==> config.mk <==
export PLATFORM = sky130hd
export DESIGN_NAME = smhc_core
export DESIGN_NICKNAME = d
export VERILOG_FILES = /design/src/shared/smhc_pkg.sv /design/src/rtl/smhc_lamp_enc.sv /design/src/rtl/smhc_core.sv
export SDC_FILE = /design/constraint.sdc
export NUM_CORES = 1
export LEC_CHECK = 0
export ABC_AREA = 1
export BUFFER_PORTS_ARGS = -buffer_cell sky130_fd_sc_hd__clkbuf_2
export CAP_MARGIN = 10
export CORE_MARGIN = 3
export CORE_UTILIZATION = 60
export CTS_CLUSTER_DIAMETER = 150
export DETAILED_ROUTE_END_ITERATION = 16
export PLACE_DENSITY = 0.86
export SYNTH_ARGS = -nofsm -noshare
export SYNTH_HDL_FRONTEND = slang
export SYNTH_SLANG_ARGS = --single-unit
export TNS_END_PERCENT = 5
==> constraint.sdc <==
create_clock -name mclk -period 4.4 [get_ports mclk]
set_clock_uncertainty 0.2 [all_clocks]
set_input_delay 0.88 -clock mclk [delete_from_list [all_inputs] [get_ports mclk]]
set_output_delay 0.88 -clock mclk [all_outputs]
set_load 0.005 [all_outputs]
==> src/shared/smhc_pkg.sv <==
// Package for the step mode halt control: register map, fields, codes and helpers
package smhc_pkg;

  // ----------------------------------------------------------------
  // Register byte offsets
  // ----------------------------------------------------------------
  localparam logic [4:0] SMHC_OFF_CTRL = 5'h00;
  localparam logic [4:0] SMHC_OFF_STATIC = 5'h04;
  localparam logic [4:0] SMHC_OFF_CTLREG = 5'h08;
  localparam logic [4:0] SMHC_OFF_STATUS = 5'h0c;
  localparam logic [4:0] SMHC_OFF_LAMPS = 5'h10;

  // ----------------------------------------------------------------
  // Field positions
  // ----------------------------------------------------------------
  localparam int SMHC_CTRL_SEL_LSB = 0;
  localparam int SMHC_CTRL_START_BIT = 8;
  localparam int SMHC_CTRL_STOP_BIT = 9;
  localparam int SMHC_CTRL_RUNCR_BIT = 10;
  localparam int SMHC_ST_STOPPED_BIT = 0;
  localparam int SMHC_ST_STALL_BIT = 1;
  localparam int SMHC_ST_CYC_LSB = 2;
  localparam int SMHC_ST_SEQ_LSB = 4;
  localparam int SMHC_ST_PASS_LSB = 8;
  localparam int SMHC_ST_AUTO_BIT = 11;
  localparam int SMHC_ST_MODE_LSB = 12;
  localparam int SMHC_ST_ARMED_BIT = 15;

  // ----------------------------------------------------------------
  // Selector positions and reset values
  // ----------------------------------------------------------------
  localparam logic [2:0] SMHC_SEL_NORMAL = 3'h0;
  localparam logic [2:0] SMHC_SEL_ONE_INSTR = 3'h1;
  localparam logic [2:0] SMHC_SEL_ONE_OPER = 3'h2;
  localparam logic [2:0] SMHC_SEL_ONE_STEP = 3'h3;
  localparam logic [2:0] SMHC_SEL_ONE_ADD = 3'h4;
  localparam logic [2:0] SMHC_SEL_RESET = 3'h2;
  localparam logic [19:0] SMHC_INSTR_RESET = 20'h00000;

  // Index of the last pass; block transfers run six passes of ten words
  localparam logic [2:0] SMHC_LAST_PASS = 3'h5;

  // ----------------------------------------------------------------
  // Types
  // ----------------------------------------------------------------
  typedef enum logic [2:0] {
    MODE_NORMAL, MODE_ONE_INSTR, MODE_ONE_OPER, MODE_ONE_STEP, MODE_ONE_ADD
  } smhc_mode_t;

  typedef enum logic [1:0] {
    EV_CYCLE, EV_INTER, EV_SEQ_STOP, EV_ADD
  } smhc_ev_t;

  typedef enum logic [1:0] {
    AB_IDLE, AB_EXEC, AB_WAIT
  } smhc_ab_t;

  // ----------------------------------------------------------------
  // Helpers
  // ----------------------------------------------------------------
  // Selector field to mode, unknown positions act as normal
  function automatic smhc_mode_t smhc_mode_of(input logic [2:0] sel);
    case (sel)
      SMHC_SEL_ONE_INSTR: smhc_mode_of = MODE_ONE_INSTR;
      SMHC_SEL_ONE_OPER: smhc_mode_of = MODE_ONE_OPER;
      SMHC_SEL_ONE_STEP: smhc_mode_of = MODE_ONE_STEP;
      SMHC_SEL_ONE_ADD: smhc_mode_of = MODE_ONE_ADD;
      default: smhc_mode_of = MODE_NORMAL;
    endcase
  endfunction

  // Read or write block transfer: first digit 3, 4, 5 or 7
  function automatic logic smhc_is_block(input logic [19:0] ins);
    smhc_is_block = (ins[3:0] == 4'h3) || (ins[3:0] == 4'h4) ||
                    (ins[3:0] == 4'h5) || (ins[3:0] == 4'h7);
  endfunction

  // Advance a decimal address by ten cells, digits d4,d5,d6 in [19:8]
  function automatic logic [19:0] smhc_add_ten(input logic [19:0] ins);
    logic [3:0] hund;
    logic [3:0] tens;
    hund = ins[11:8];
    tens = ins[15:12];
    if (tens == 4'h9) begin
      tens = 4'h0;
      hund = (hund == 4'h9) ? 4'h0 : hund + 4'h1;
    end else begin
      tens = tens + 4'h1;
    end
    smhc_add_ten = {ins[19:16], tens, hund, ins[7:0]};
  endfunction

endpackage

==> src/rtl/smhc_lamp_enc.sv <==
// Lamp encoder: decimal instruction digits to check-bit excess-three patterns
`timescale 1ns/1ps
module smhc_lamp_enc
  import smhc_pkg::*;
(
  // Decimal digits d1,d2,d4,d5,d6 as nibbles from low to high
  input wire logic [19:0] instr,
  // First digit in [26:20], then d2,d4,d5,d6 five bits each from [19:15] down
  output logic [26:0] lamps
);

  // ----------------------------------------------------------------
  // Five-bit pattern: odd check bit above the excess-three code
  // ----------------------------------------------------------------
  function automatic logic [4:0] xs3_five(input logic [3:0] dig);
    logic [3:0] x;
    x = dig + 4'h3;
    xs3_five = {~^x, x};
  endfunction

  // Digit codes
  wire logic [4:0] d1_five = xs3_five(instr[3:0]);
  wire logic [6:0] d1_code = {d1_five[4], 2'h0, d1_five[3:0]}; // RL19
  wire logic [4:0] d2_code = xs3_five(instr[7:4]); // RL18
  wire logic [4:0] d4_code = xs3_five(instr[11:8]); // RL18
  wire logic [4:0] d5_code = xs3_five(instr[15:12]); // RL18
  wire logic [4:0] d6_code = xs3_five(instr[19:16]); // RL18

  assign lamps = {d1_code, d2_code, d4_code, d5_code, d6_code};

endmodule // smhc_lamp_enc

==> src/rtl/smhc_core.sv <==
// Step mode halt control: selector, stop logic, start bar and block set-up
//
// Chosen here: the Avalon-MM interface to the registers and the placing of the registers.
`timescale 1ns/1ps

// Behaviour
// [RL1] Normal position runs continuously, never pausing at a time-out.
// [RL2] Normal position halts only on a decoded stop or breakpoint instruction; the code also halts on a stop command written to the control register.
// [RL3] Stopped means stop flip-flop set and lamp lit; error stall is separate.
// [RL4] One-instruction halts at alpha, beta, gamma and delta time-outs.
// [RL5] One-operation halts at every normal time-out, including between stages.
// [RL6] Single-stage instructions behave alike in one-instruction and one-operation.
// [RL7] Multi-stage instructions get a time-out between stages; sequencer tracks them.
// [RL8] One-step equals one-operation for multiply, divide and shift; the code halts only those at sequencer stops, the rest match one-operation.
// [RL9] One-step halts at every sequencer stop, forcing a time-out there; the code halts there only for multiply, divide and shift.
// [RL10] One-addition is one-step plus a halt after each mul/div addition.
// [RL11] While stopped, static register is loaded; start bar executes it.
// [RL12] Operator enters control-transfer instructions via the control register.
// [RL13] Manual sixty-word reads need one-operation mode and six set-ups.
// [RL14] Tape writes need the same six-fold manual set-up.
// [RL15] Each manual set-up keeps the opcode, address advances by ten.
// [RL16] Manual block transfer execution alters the control register contents.
// [RL17] Block transfer from control register sequences all six set-ups itself.
// [RL18] Digits two, four, five, six shown as check bit plus excess-three.
// [RL19] First digit shown as seven-bit code with check bit.
// [RL20] Operator leaves normal and lights stop lamps before manual work.
// [RL21] Selector sampled at each time-out boundary, effective at next halt.
// [RL22] Start resumes exactly at the halted stage, none repeated or skipped.
module smhc_core
  import smhc_pkg::*;
(
  // Clock and reset
  input wire logic mclk,
  input wire logic rst_n,
  // Avalon-MM slave
  input wire logic [4:0] avs_address,
  input wire logic avs_read,
  input wire logic avs_write,
  input wire logic [31:0] avs_writedata,
  output logic [31:0] avs_readdata,
  output logic avs_waitrequest,
  // Events from the cycling unit and decoder
  input wire logic ev_valid,
  input wire smhc_ev_t ev_kind,
  input wire logic instr_muldiv,
  input wire logic instr_shift,
  input wire logic decode_halt,
  input wire logic err_stall,
  input wire logic exec_done,
  // Machine control
  output logic run_en,
  output logic stop_lamp,
  output logic stall_lamp,
  output logic tout_force,
  output logic exec_req,
  output logic [19:0] exec_instr,
  output logic [1:0] cycle_stage
);

  // ----------------------------------------------------------------
  // State
  // ----------------------------------------------------------------
  logic [2:0] sel_q, sel_d;
  smhc_mode_t mode_q, mode_d;
  logic stop_q, stop_d;
  logic armed_q, armed_d;
  logic [19:0] static_q, static_d;
  logic [19:0] ctlreg_q, ctlreg_d;
  logic [1:0] cyc_q, cyc_d;
  logic [3:0] seq_q, seq_d;
  logic [2:0] pass_q, pass_d;
  smhc_ab_t ab_q, ab_d;
  logic exec_q, exec_d;
  logic tout_q, tout_d;
  logic rd_ack_q;
  logic [31:0] rdata_q;
  logic [26:0] lamps;

  // ----------------------------------------------------------------
  // Bus decode
  // ----------------------------------------------------------------
  wire logic hit_ctrl = avs_address == SMHC_OFF_CTRL;
  wire logic hit_static = avs_address == SMHC_OFF_STATIC;
  wire logic hit_ctlreg = avs_address == SMHC_OFF_CTLREG;
  wire logic hit_status = avs_address == SMHC_OFF_STATUS;
  wire logic hit_lamps = avs_address == SMHC_OFF_LAMPS;
  wire logic wr_ctrl = avs_write & hit_ctrl;
  wire logic cmd_start = wr_ctrl & avs_writedata[SMHC_CTRL_START_BIT];
  wire logic cmd_stop = wr_ctrl & avs_writedata[SMHC_CTRL_STOP_BIT];
  wire logic cmd_runcr = wr_ctrl & avs_writedata[SMHC_CTRL_RUNCR_BIT];
  wire logic rd_first = avs_read & ~rd_ack_q;

  // Reads wait one cycle for registered data, writes are taken at once
  assign avs_waitrequest = rd_first;
  assign avs_readdata = rdata_q;

  // ----------------------------------------------------------------
  // Halt decision
  // ----------------------------------------------------------------
  // Selector is taken at time-out boundaries only
  wire logic at_tout = ev_valid & ((ev_kind == EV_CYCLE) | (ev_kind == EV_INTER)); // RL21
  wire smhc_mode_t eff_mode = at_tout ? smhc_mode_of(sel_q) : mode_q; // RL21
  wire logic is_cyc = ev_kind == EV_CYCLE;
  wire logic is_tout = (ev_kind == EV_CYCLE) | (ev_kind == EV_INTER);
  wire logic plain_ins = ~(instr_muldiv | instr_shift);
  // Sequencer stops halt only multiply, divide and shift; the rest act as one-operation
  wire logic step_hit = is_tout | ((ev_kind == EV_SEQ_STOP) & ~plain_ins); // RL8 RL9
  wire logic add_hit = (ev_kind == EV_ADD) & instr_muldiv; // RL10
  logic mode_hit;

  // Where each selector position stops the machine
  always_comb begin
    case (eff_mode)
      MODE_NORMAL: mode_hit = 1'b0; // RL1
      MODE_ONE_INSTR: mode_hit = is_cyc; // RL4 RL6
      MODE_ONE_OPER: mode_hit = is_tout; // RL5 RL6
      MODE_ONE_STEP: mode_hit = step_hit; // RL8 RL9
      MODE_ONE_ADD: mode_hit = step_hit | add_hit; // RL10
      default: mode_hit = 1'b0;
    endcase
  end

  // Events count only while the machine is actually moving
  wire logic running = ~stop_q & ~err_stall;
  wire logic ev_live = ev_valid & running;
  wire logic halt_now = (ev_live & mode_hit) | (running & decode_halt) | cmd_stop; // RL2 RL3
  wire logic start_ok = stop_q & cmd_start & (ab_q == AB_IDLE);
  wire logic runcr_ok = stop_q & cmd_runcr & (ab_q == AB_IDLE);
  wire logic blk_ctl = smhc_is_block(ctlreg_q);

  // Stall holds the machine without counting as stopped
  assign run_en = running; // RL3 RL22
  assign stop_lamp = stop_q; // RL3
  assign stall_lamp = err_stall & ~stop_q; // RL3
  assign tout_force = tout_q;
  assign exec_req = exec_q;
  assign exec_instr = static_q;
  assign cycle_stage = cyc_q;

  // ----------------------------------------------------------------
  // Stop flip-flop, start bar and selector
  // ----------------------------------------------------------------
  always_comb begin
    sel_d = sel_q;
    mode_d = eff_mode;
    stop_d = stop_q;
    tout_d = ev_live & mode_hit & (ev_kind == EV_SEQ_STOP); // RL9
    if (wr_ctrl) begin
      sel_d = avs_writedata[SMHC_CTRL_SEL_LSB +: 3];
    end
    // Resume leaves the datapath where it halted; no stage replayed
    if (start_ok | runcr_ok) begin
      stop_d = 1'b0; // RL22
    end
    // A halt in the same cycle as start wins
    if (halt_now) begin
      stop_d = 1'b1; // RL2 RL3
    end
  end

  // ----------------------------------------------------------------
  // Cycle stage and stage sequencer tracking
  // ----------------------------------------------------------------
  always_comb begin
    cyc_d = cyc_q;
    seq_d = seq_q;
    if (ev_live) begin
      case (ev_kind)
        EV_CYCLE: begin
          cyc_d = cyc_q + 2'h1; // RL4
          seq_d = 4'h0;
        end
        EV_INTER: seq_d = seq_q + 4'h1; // RL7
        EV_SEQ_STOP: seq_d = seq_q + 4'h1; // RL7 RL9
        default: seq_d = seq_q;
      endcase
    end
  end

  // ----------------------------------------------------------------
  // Static register, control register and block transfer sequencing
  // ----------------------------------------------------------------
  always_comb begin
    static_d = static_q;
    ctlreg_d = ctlreg_q;
    armed_d = armed_q;
    pass_d = pass_q;
    ab_d = ab_q;
    exec_d = 1'b0;
    // Manual set-up only while stopped
    if (avs_write & hit_static & stop_q) begin
      static_d = avs_writedata[19:0]; // RL11
      armed_d = 1'b1;
    end
    if (avs_write & hit_ctlreg & stop_q & (ab_q == AB_IDLE)) begin
      ctlreg_d = avs_writedata[19:0]; // RL12
    end
    case (ab_q)
      AB_IDLE: begin
        if (start_ok & armed_q) begin
          exec_d = 1'b1; // RL11
          armed_d = 1'b0;
          if (smhc_is_block(static_q)) begin
            ctlreg_d = smhc_add_ten(static_q); // RL16
          end
        end else if (runcr_ok) begin
          static_d = ctlreg_q;
          exec_d = 1'b1;
          armed_d = 1'b0;
          pass_d = 3'h0;
          if (blk_ctl) begin
            ab_d = AB_WAIT; // RL17
          end
        end
      end
      AB_WAIT: begin
        if (exec_done) begin
          if (pass_q == SMHC_LAST_PASS) begin
            ab_d = AB_IDLE; // RL17
          end else begin
            pass_d = pass_q + 3'h1;
            static_d = smhc_add_ten(static_q); // RL15 RL17
            ab_d = AB_EXEC;
          end
        end
      end
      AB_EXEC: begin
        // Next pass waits while halted or stalled
        if (running) begin
          exec_d = 1'b1; // RL17
          ab_d = AB_WAIT;
        end
      end
      default: ab_d = AB_IDLE;
    endcase
  end

  // ----------------------------------------------------------------
  // Read data
  // ----------------------------------------------------------------
  wire logic [31:0] status_w = {16'h0000, armed_q, eff_mode, ab_q != AB_IDLE, pass_q,
                                seq_q, cyc_q, err_stall, stop_q};
  wire logic [31:0] rd_mux = hit_ctrl ? {29'h0000000, sel_q} :
                             hit_static ? {12'h000, static_q} :
                             hit_ctlreg ? {12'h000, ctlreg_q} :
                             hit_status ? status_w :
                             hit_lamps ? {5'h00, lamps} : 32'h00000000;

  // Lamp patterns of the static register
  smhc_lamp_enc u_lamp_enc (
    .instr(static_q),
    .lamps(lamps)
  ); // RL18 RL19

  // ----------------------------------------------------------------
  // Registers
  // ----------------------------------------------------------------
  always_ff @(posedge mclk) begin
    if (!rst_n) begin
      rd_ack_q <= 1'b0;
      rdata_q <= 32'h00000000;
    end else begin
      rd_ack_q <= rd_first;
      if (rd_first) begin
        rdata_q <= rd_mux;
      end
    end
  end

  // Control state
  always_ff @(posedge mclk) begin
    if (!rst_n) begin
      sel_q <= SMHC_SEL_RESET;
      mode_q <= MODE_ONE_OPER;
      stop_q <= 1'b1;
      tout_q <= 1'b0;
      cyc_q <= 2'h0;
      seq_q <= 4'h0;
    end else begin
      sel_q <= sel_d;
      mode_q <= mode_d;
      stop_q <= stop_d;
      tout_q <= tout_d;
      cyc_q <= cyc_d;
      seq_q <= seq_d;
    end
  end

  // Instruction registers and sequencing
  always_ff @(posedge mclk) begin
    if (!rst_n) begin
      static_q <= SMHC_INSTR_RESET;
      ctlreg_q <= SMHC_INSTR_RESET;
      armed_q <= 1'b0;
      pass_q <= 3'h0;
      ab_q <= AB_IDLE;
      exec_q <= 1'b0;
    end else begin
      static_q <= static_d;
      ctlreg_q <= ctlreg_d;
      armed_q <= armed_d;
      pass_q <= pass_d;
      ab_q <= ab_d;
      exec_q <= exec_d;
    end
  end

endmodule // smhc_core

==> impl_metrics.json <==
{
  "dieArea_um2": 10500,
  "hold_viol": 0,
  "antenna_found_initial": 0,
  "area_growth_pct": 11.5,
  "start_util_pct": 62.7,
  "swShare_pct": 26.9,
  "intPower_w": 0.00113,
  "final_util_pct": 69.9,
  "synth.cell_area_um2": 5580,
  "place_ws_ns": 1.17,
  "worstReg2RegStart": "stop_lamp",
  "cts_tree": "built",
  "fmax_mhz": 346,
  "leakagePower_nw": 2.94,
  "worst_setup_path_end_kind": "flip-flop",
  "grt_pass1_wl_um": 25200,
  "die_h_um": 102,
  "antenna_cells": 0,
  "postCtsSetupBuffers": 0,
  "synth_top_area_share_pct": 31.2,
  "avgSynthCellArea_um2": 6.27,
  "hold_path.class": "flip-flop to flip-flop",
  "cts_sinks": 87,
  "htreeDepth": 3,
  "seq_power_share_pct": 52.0,
  "synth_top_family_by_area": "simple AND/OR/NAND/NOR gates",
  "clk_latency_ns": 0.38,
  "fin_nets": 1026,
  "cts-hold-fix-buffers": 0,
  "pwr-share-comb_pct": 9.5,
  "core_um2": 8890,
  "cp-startpoint": "avs_address[1]",
  "setup_viol": 0,
  "drive_above_1_share_pct": 14.1,
  "fin_ws_ns": 1.51,
  "startpoint_type": "input pin",
  "synth-simple-area-share_pct": 30.3,
  "clk_pin_slew_ns": 0.09,
  "die_w_um": 102,
  "p_switching_w": 0.000416,
  "routed_wl_um": 15700,
  "first_iter_violations": 574,
  "overflow": 0,
  "synthAdderAreaFrac_pct": 4.94,
  "cts_root_buffer": "clkbuf_8",
  "tightestPinTransition_ns": 0.848,
  "row_count": 34,
  "synth_cells": 889,
  "finalNonFillerCells": 1068,
  "rsz0062_at_grt": "false",
  "maxCapViolCount": 0,
  "status": "finished, final reports clean",
  "reg2reg_depth": 8,
  "min_period_over_period_pct": 65.6,
  "synth_mux_area_share_pct": 0,
  "routed_via_density": 5.65,
  "cts-resized-gates": 0,
  "synth_compound_area_share_pct": 19.0,
  "cts_buffers": 9,
  "synth_top_cell_by_area": "dfxtp_1",
  "num_io_pins": 109,
  "finalWeightedCongestion": 1.00,
  "power_density_nw_per_um2": 249,
  "cp.required_ns": 4.47,
  "ys_types": 36,
  "power_w": 0.00155,
  "critPathKind": "input pin to flip-flop",
  "dp_cells": 1052,
  "ys_seq_area_share_pct": 31.2,
  "endpoint": "ctlreg_q[14]",
  "synth_warnings": 0,
  "ant_nets": 0,
  "dr.pass1.iters": 6,
  "ys_ff_latch": 87,
  "wl_per_cell_um": 14.7,
  "synth_area_leaders": "dfxtp_1, nand2_1, o21ai_0",
  "rrSetupSlack_ns": 1.81,
  "grt_usage_pct": 30.4,
  "worstPathMaxFanout": 26,
  "grt_pass1_vias": 5179,
  "r2r_end": "ctlreg_q[14]",
  "grt_max_degree": 44,
  "critPathArrivalTime_ns": 2.96,
  "tns_ns": 0,
  "period_minus_slack_ns": 2.89,
  "dp_hpwl_um": 11300,
  "synth_xor_area_share_pct": 3.30,
  "io_buffers": 89,
  "drc": 0,
  "slew_viol_final": 0,
  "clockBufferDepth": 2,
  "clock_power_share_pct": 38.6,
  "worst_slew_margin_rel_pct": 43.3,
  "vias": 6037,
  "ir_drop_uv": 153
}
metrics by stage:
stage	instance area, um^2	hold WS [ns]
2_1_floorplan	5600	0.262
3_3_place_gp	6010	0.253
3_5_place_dp	6010	0.258
4_1_cts	6210	0.270
5_1_grt	6210	0.284
6_report	6210	0.266
cell type report:
cell class,count,area [um^2]
multi-input cells,658,3230
well taps,108,135
clock buffers,11,141
repair buffers,99,520
flip-flops and latches,87,1740
inverters,100,375
fillers,844,2680
clock inverters,5,66.3
critical path, stage by stage:
cell and delay [ns]:
clkbuf_2 0.09, nor2_2 0.20, nand2_1 0.14, nor2_4 0.22
nand4_4 0.43, nor2_2 0.39, buf_4 0.24, inv_1 0.17
nor2_1 0.13, nor2_1 0.05
worst min-delay path by stage:
stage                     start          endpoint  slack, ns  depth (start not counted)
6_report        avs_readdata[7]   avs_readdata[7]       0.27                          2
2_1_floorplan   avs_readdata[0]   avs_readdata[0]       0.26                          2
5_1_grt        avs_readdata[13]  avs_readdata[13]       0.28                          2
3_5_place_dp    avs_readdata[7]   avs_readdata[7]       0.26                          2
3_3_place_gp    avs_readdata[4]   avs_readdata[4]       0.25                          2
4_1_cts        avs_readdata[13]  avs_readdata[13]       0.27                          2
cell usage after synthesis:
| cell | instances |
|---|---|
| clkinv_1 | 2 |
| nor3_1 | 9 |
| nand4_1 | 2 |
| o221ai_1 | 4 |
| nand4_4 | 1 |
| a211oi_1 | 1 |
| nand4_2 | 1 |
| buf_6 | 1 |
| o21ai_1 | 3 |
| o21a_1 | 1 |
| o311ai_0 | 1 |
| o21ai_0 | 98 |
| ha_1 | 22 |
| nand3_1 | 57 |
| xor2_1 | 11 |
| or2_2 | 4 |
| o21ba_2 | 1 |
| conb_1 | 1 |
| inv_1 | 92 |
| o21bai_1 | 2 |
| o2111ai_1 | 1 |
| inv_2 | 6 |
| xnor2_1 | 10 |
| buf_2 | 11 |
| dfxtp_1 | 87 |
| buf_4 | 10 |
| a31oi_1 | 1 |
| nor2_1 | 107 |
| o211ai_1 | 7 |
| nand2_1 | 220 |
| nor2_4 | 2 |
| nor2_2 | 6 |
| buf_1 | 1 |
| o22ai_1 | 6 |
| clkbuf_1 | 27 |
| a21oi_1 | 73 |
flip-flops by register name (all words and copies together), names as in the netlist:
name	flops
exec_req	1
sel_q	3
pass_q	3
tout_force	1
ab_q	2
armed_q	1
avs_readdata	25
ctlreg_q	20
cycle_stage	2
mode_q	3
seq_q	4
rd_ack_q	1
stop_lamp	1
exec_instr	20
cells in the final DEF, fill, tap and decap left out, types with 2 or more instances in the layout:
cell type and instances:
xor2_1 11, xnor2_1 10, clkinv_4 2, nor2_4 2, nor2_1 107, o21ai_1 3, nand2_1 220, dfxtp_1 87
o211ai_1 7, clkinv_1 2, conb_1 7, nand4_1 2, ha_1 22, a21oi_1 73, nand3_1 57, inv_2 6
o21bai_1 2, inv_1 92, o22ai_1 6, clkbuf_8 10, nor2_2 6, buf_4 10, clkbuf_2 89, nor3_1 9
or2_2 4, o21ai_0 98, o221ai_1 4
logic make-up (layout without fill, tap and decap cells):
logic type	count (synthesis)	after routing
fa+ha+maj	22	22
buf+inv	150	215
flops	87	87
other cells	1	7
xor+xnor	21	21
simple gates	409	409
compound gates	199	199
routing by layer:
metal,GRT usage [%],routed length (um)
met5,0,0
met1,41.4,6660
met4,12.1,544
met3,6.55,1580
met2,46.8,6940
power by group through the flow:
stage / clock network [W] / logic (W) / registers, W
floorplan: 0 / 0.0000929 / 0.000820
global placement: 0 / 0.000141 / 0.000821
detailed placement: 0 / 0.000143 / 0.000822
CTS: 0.000599 / 0.000144 / 0.000803
global route: 0.000635 / 0.000163 / 0.000805
finish: 0.000596 / 0.000146 / 0.000803
No activity file was read; power rests on OpenSTA's default activity.
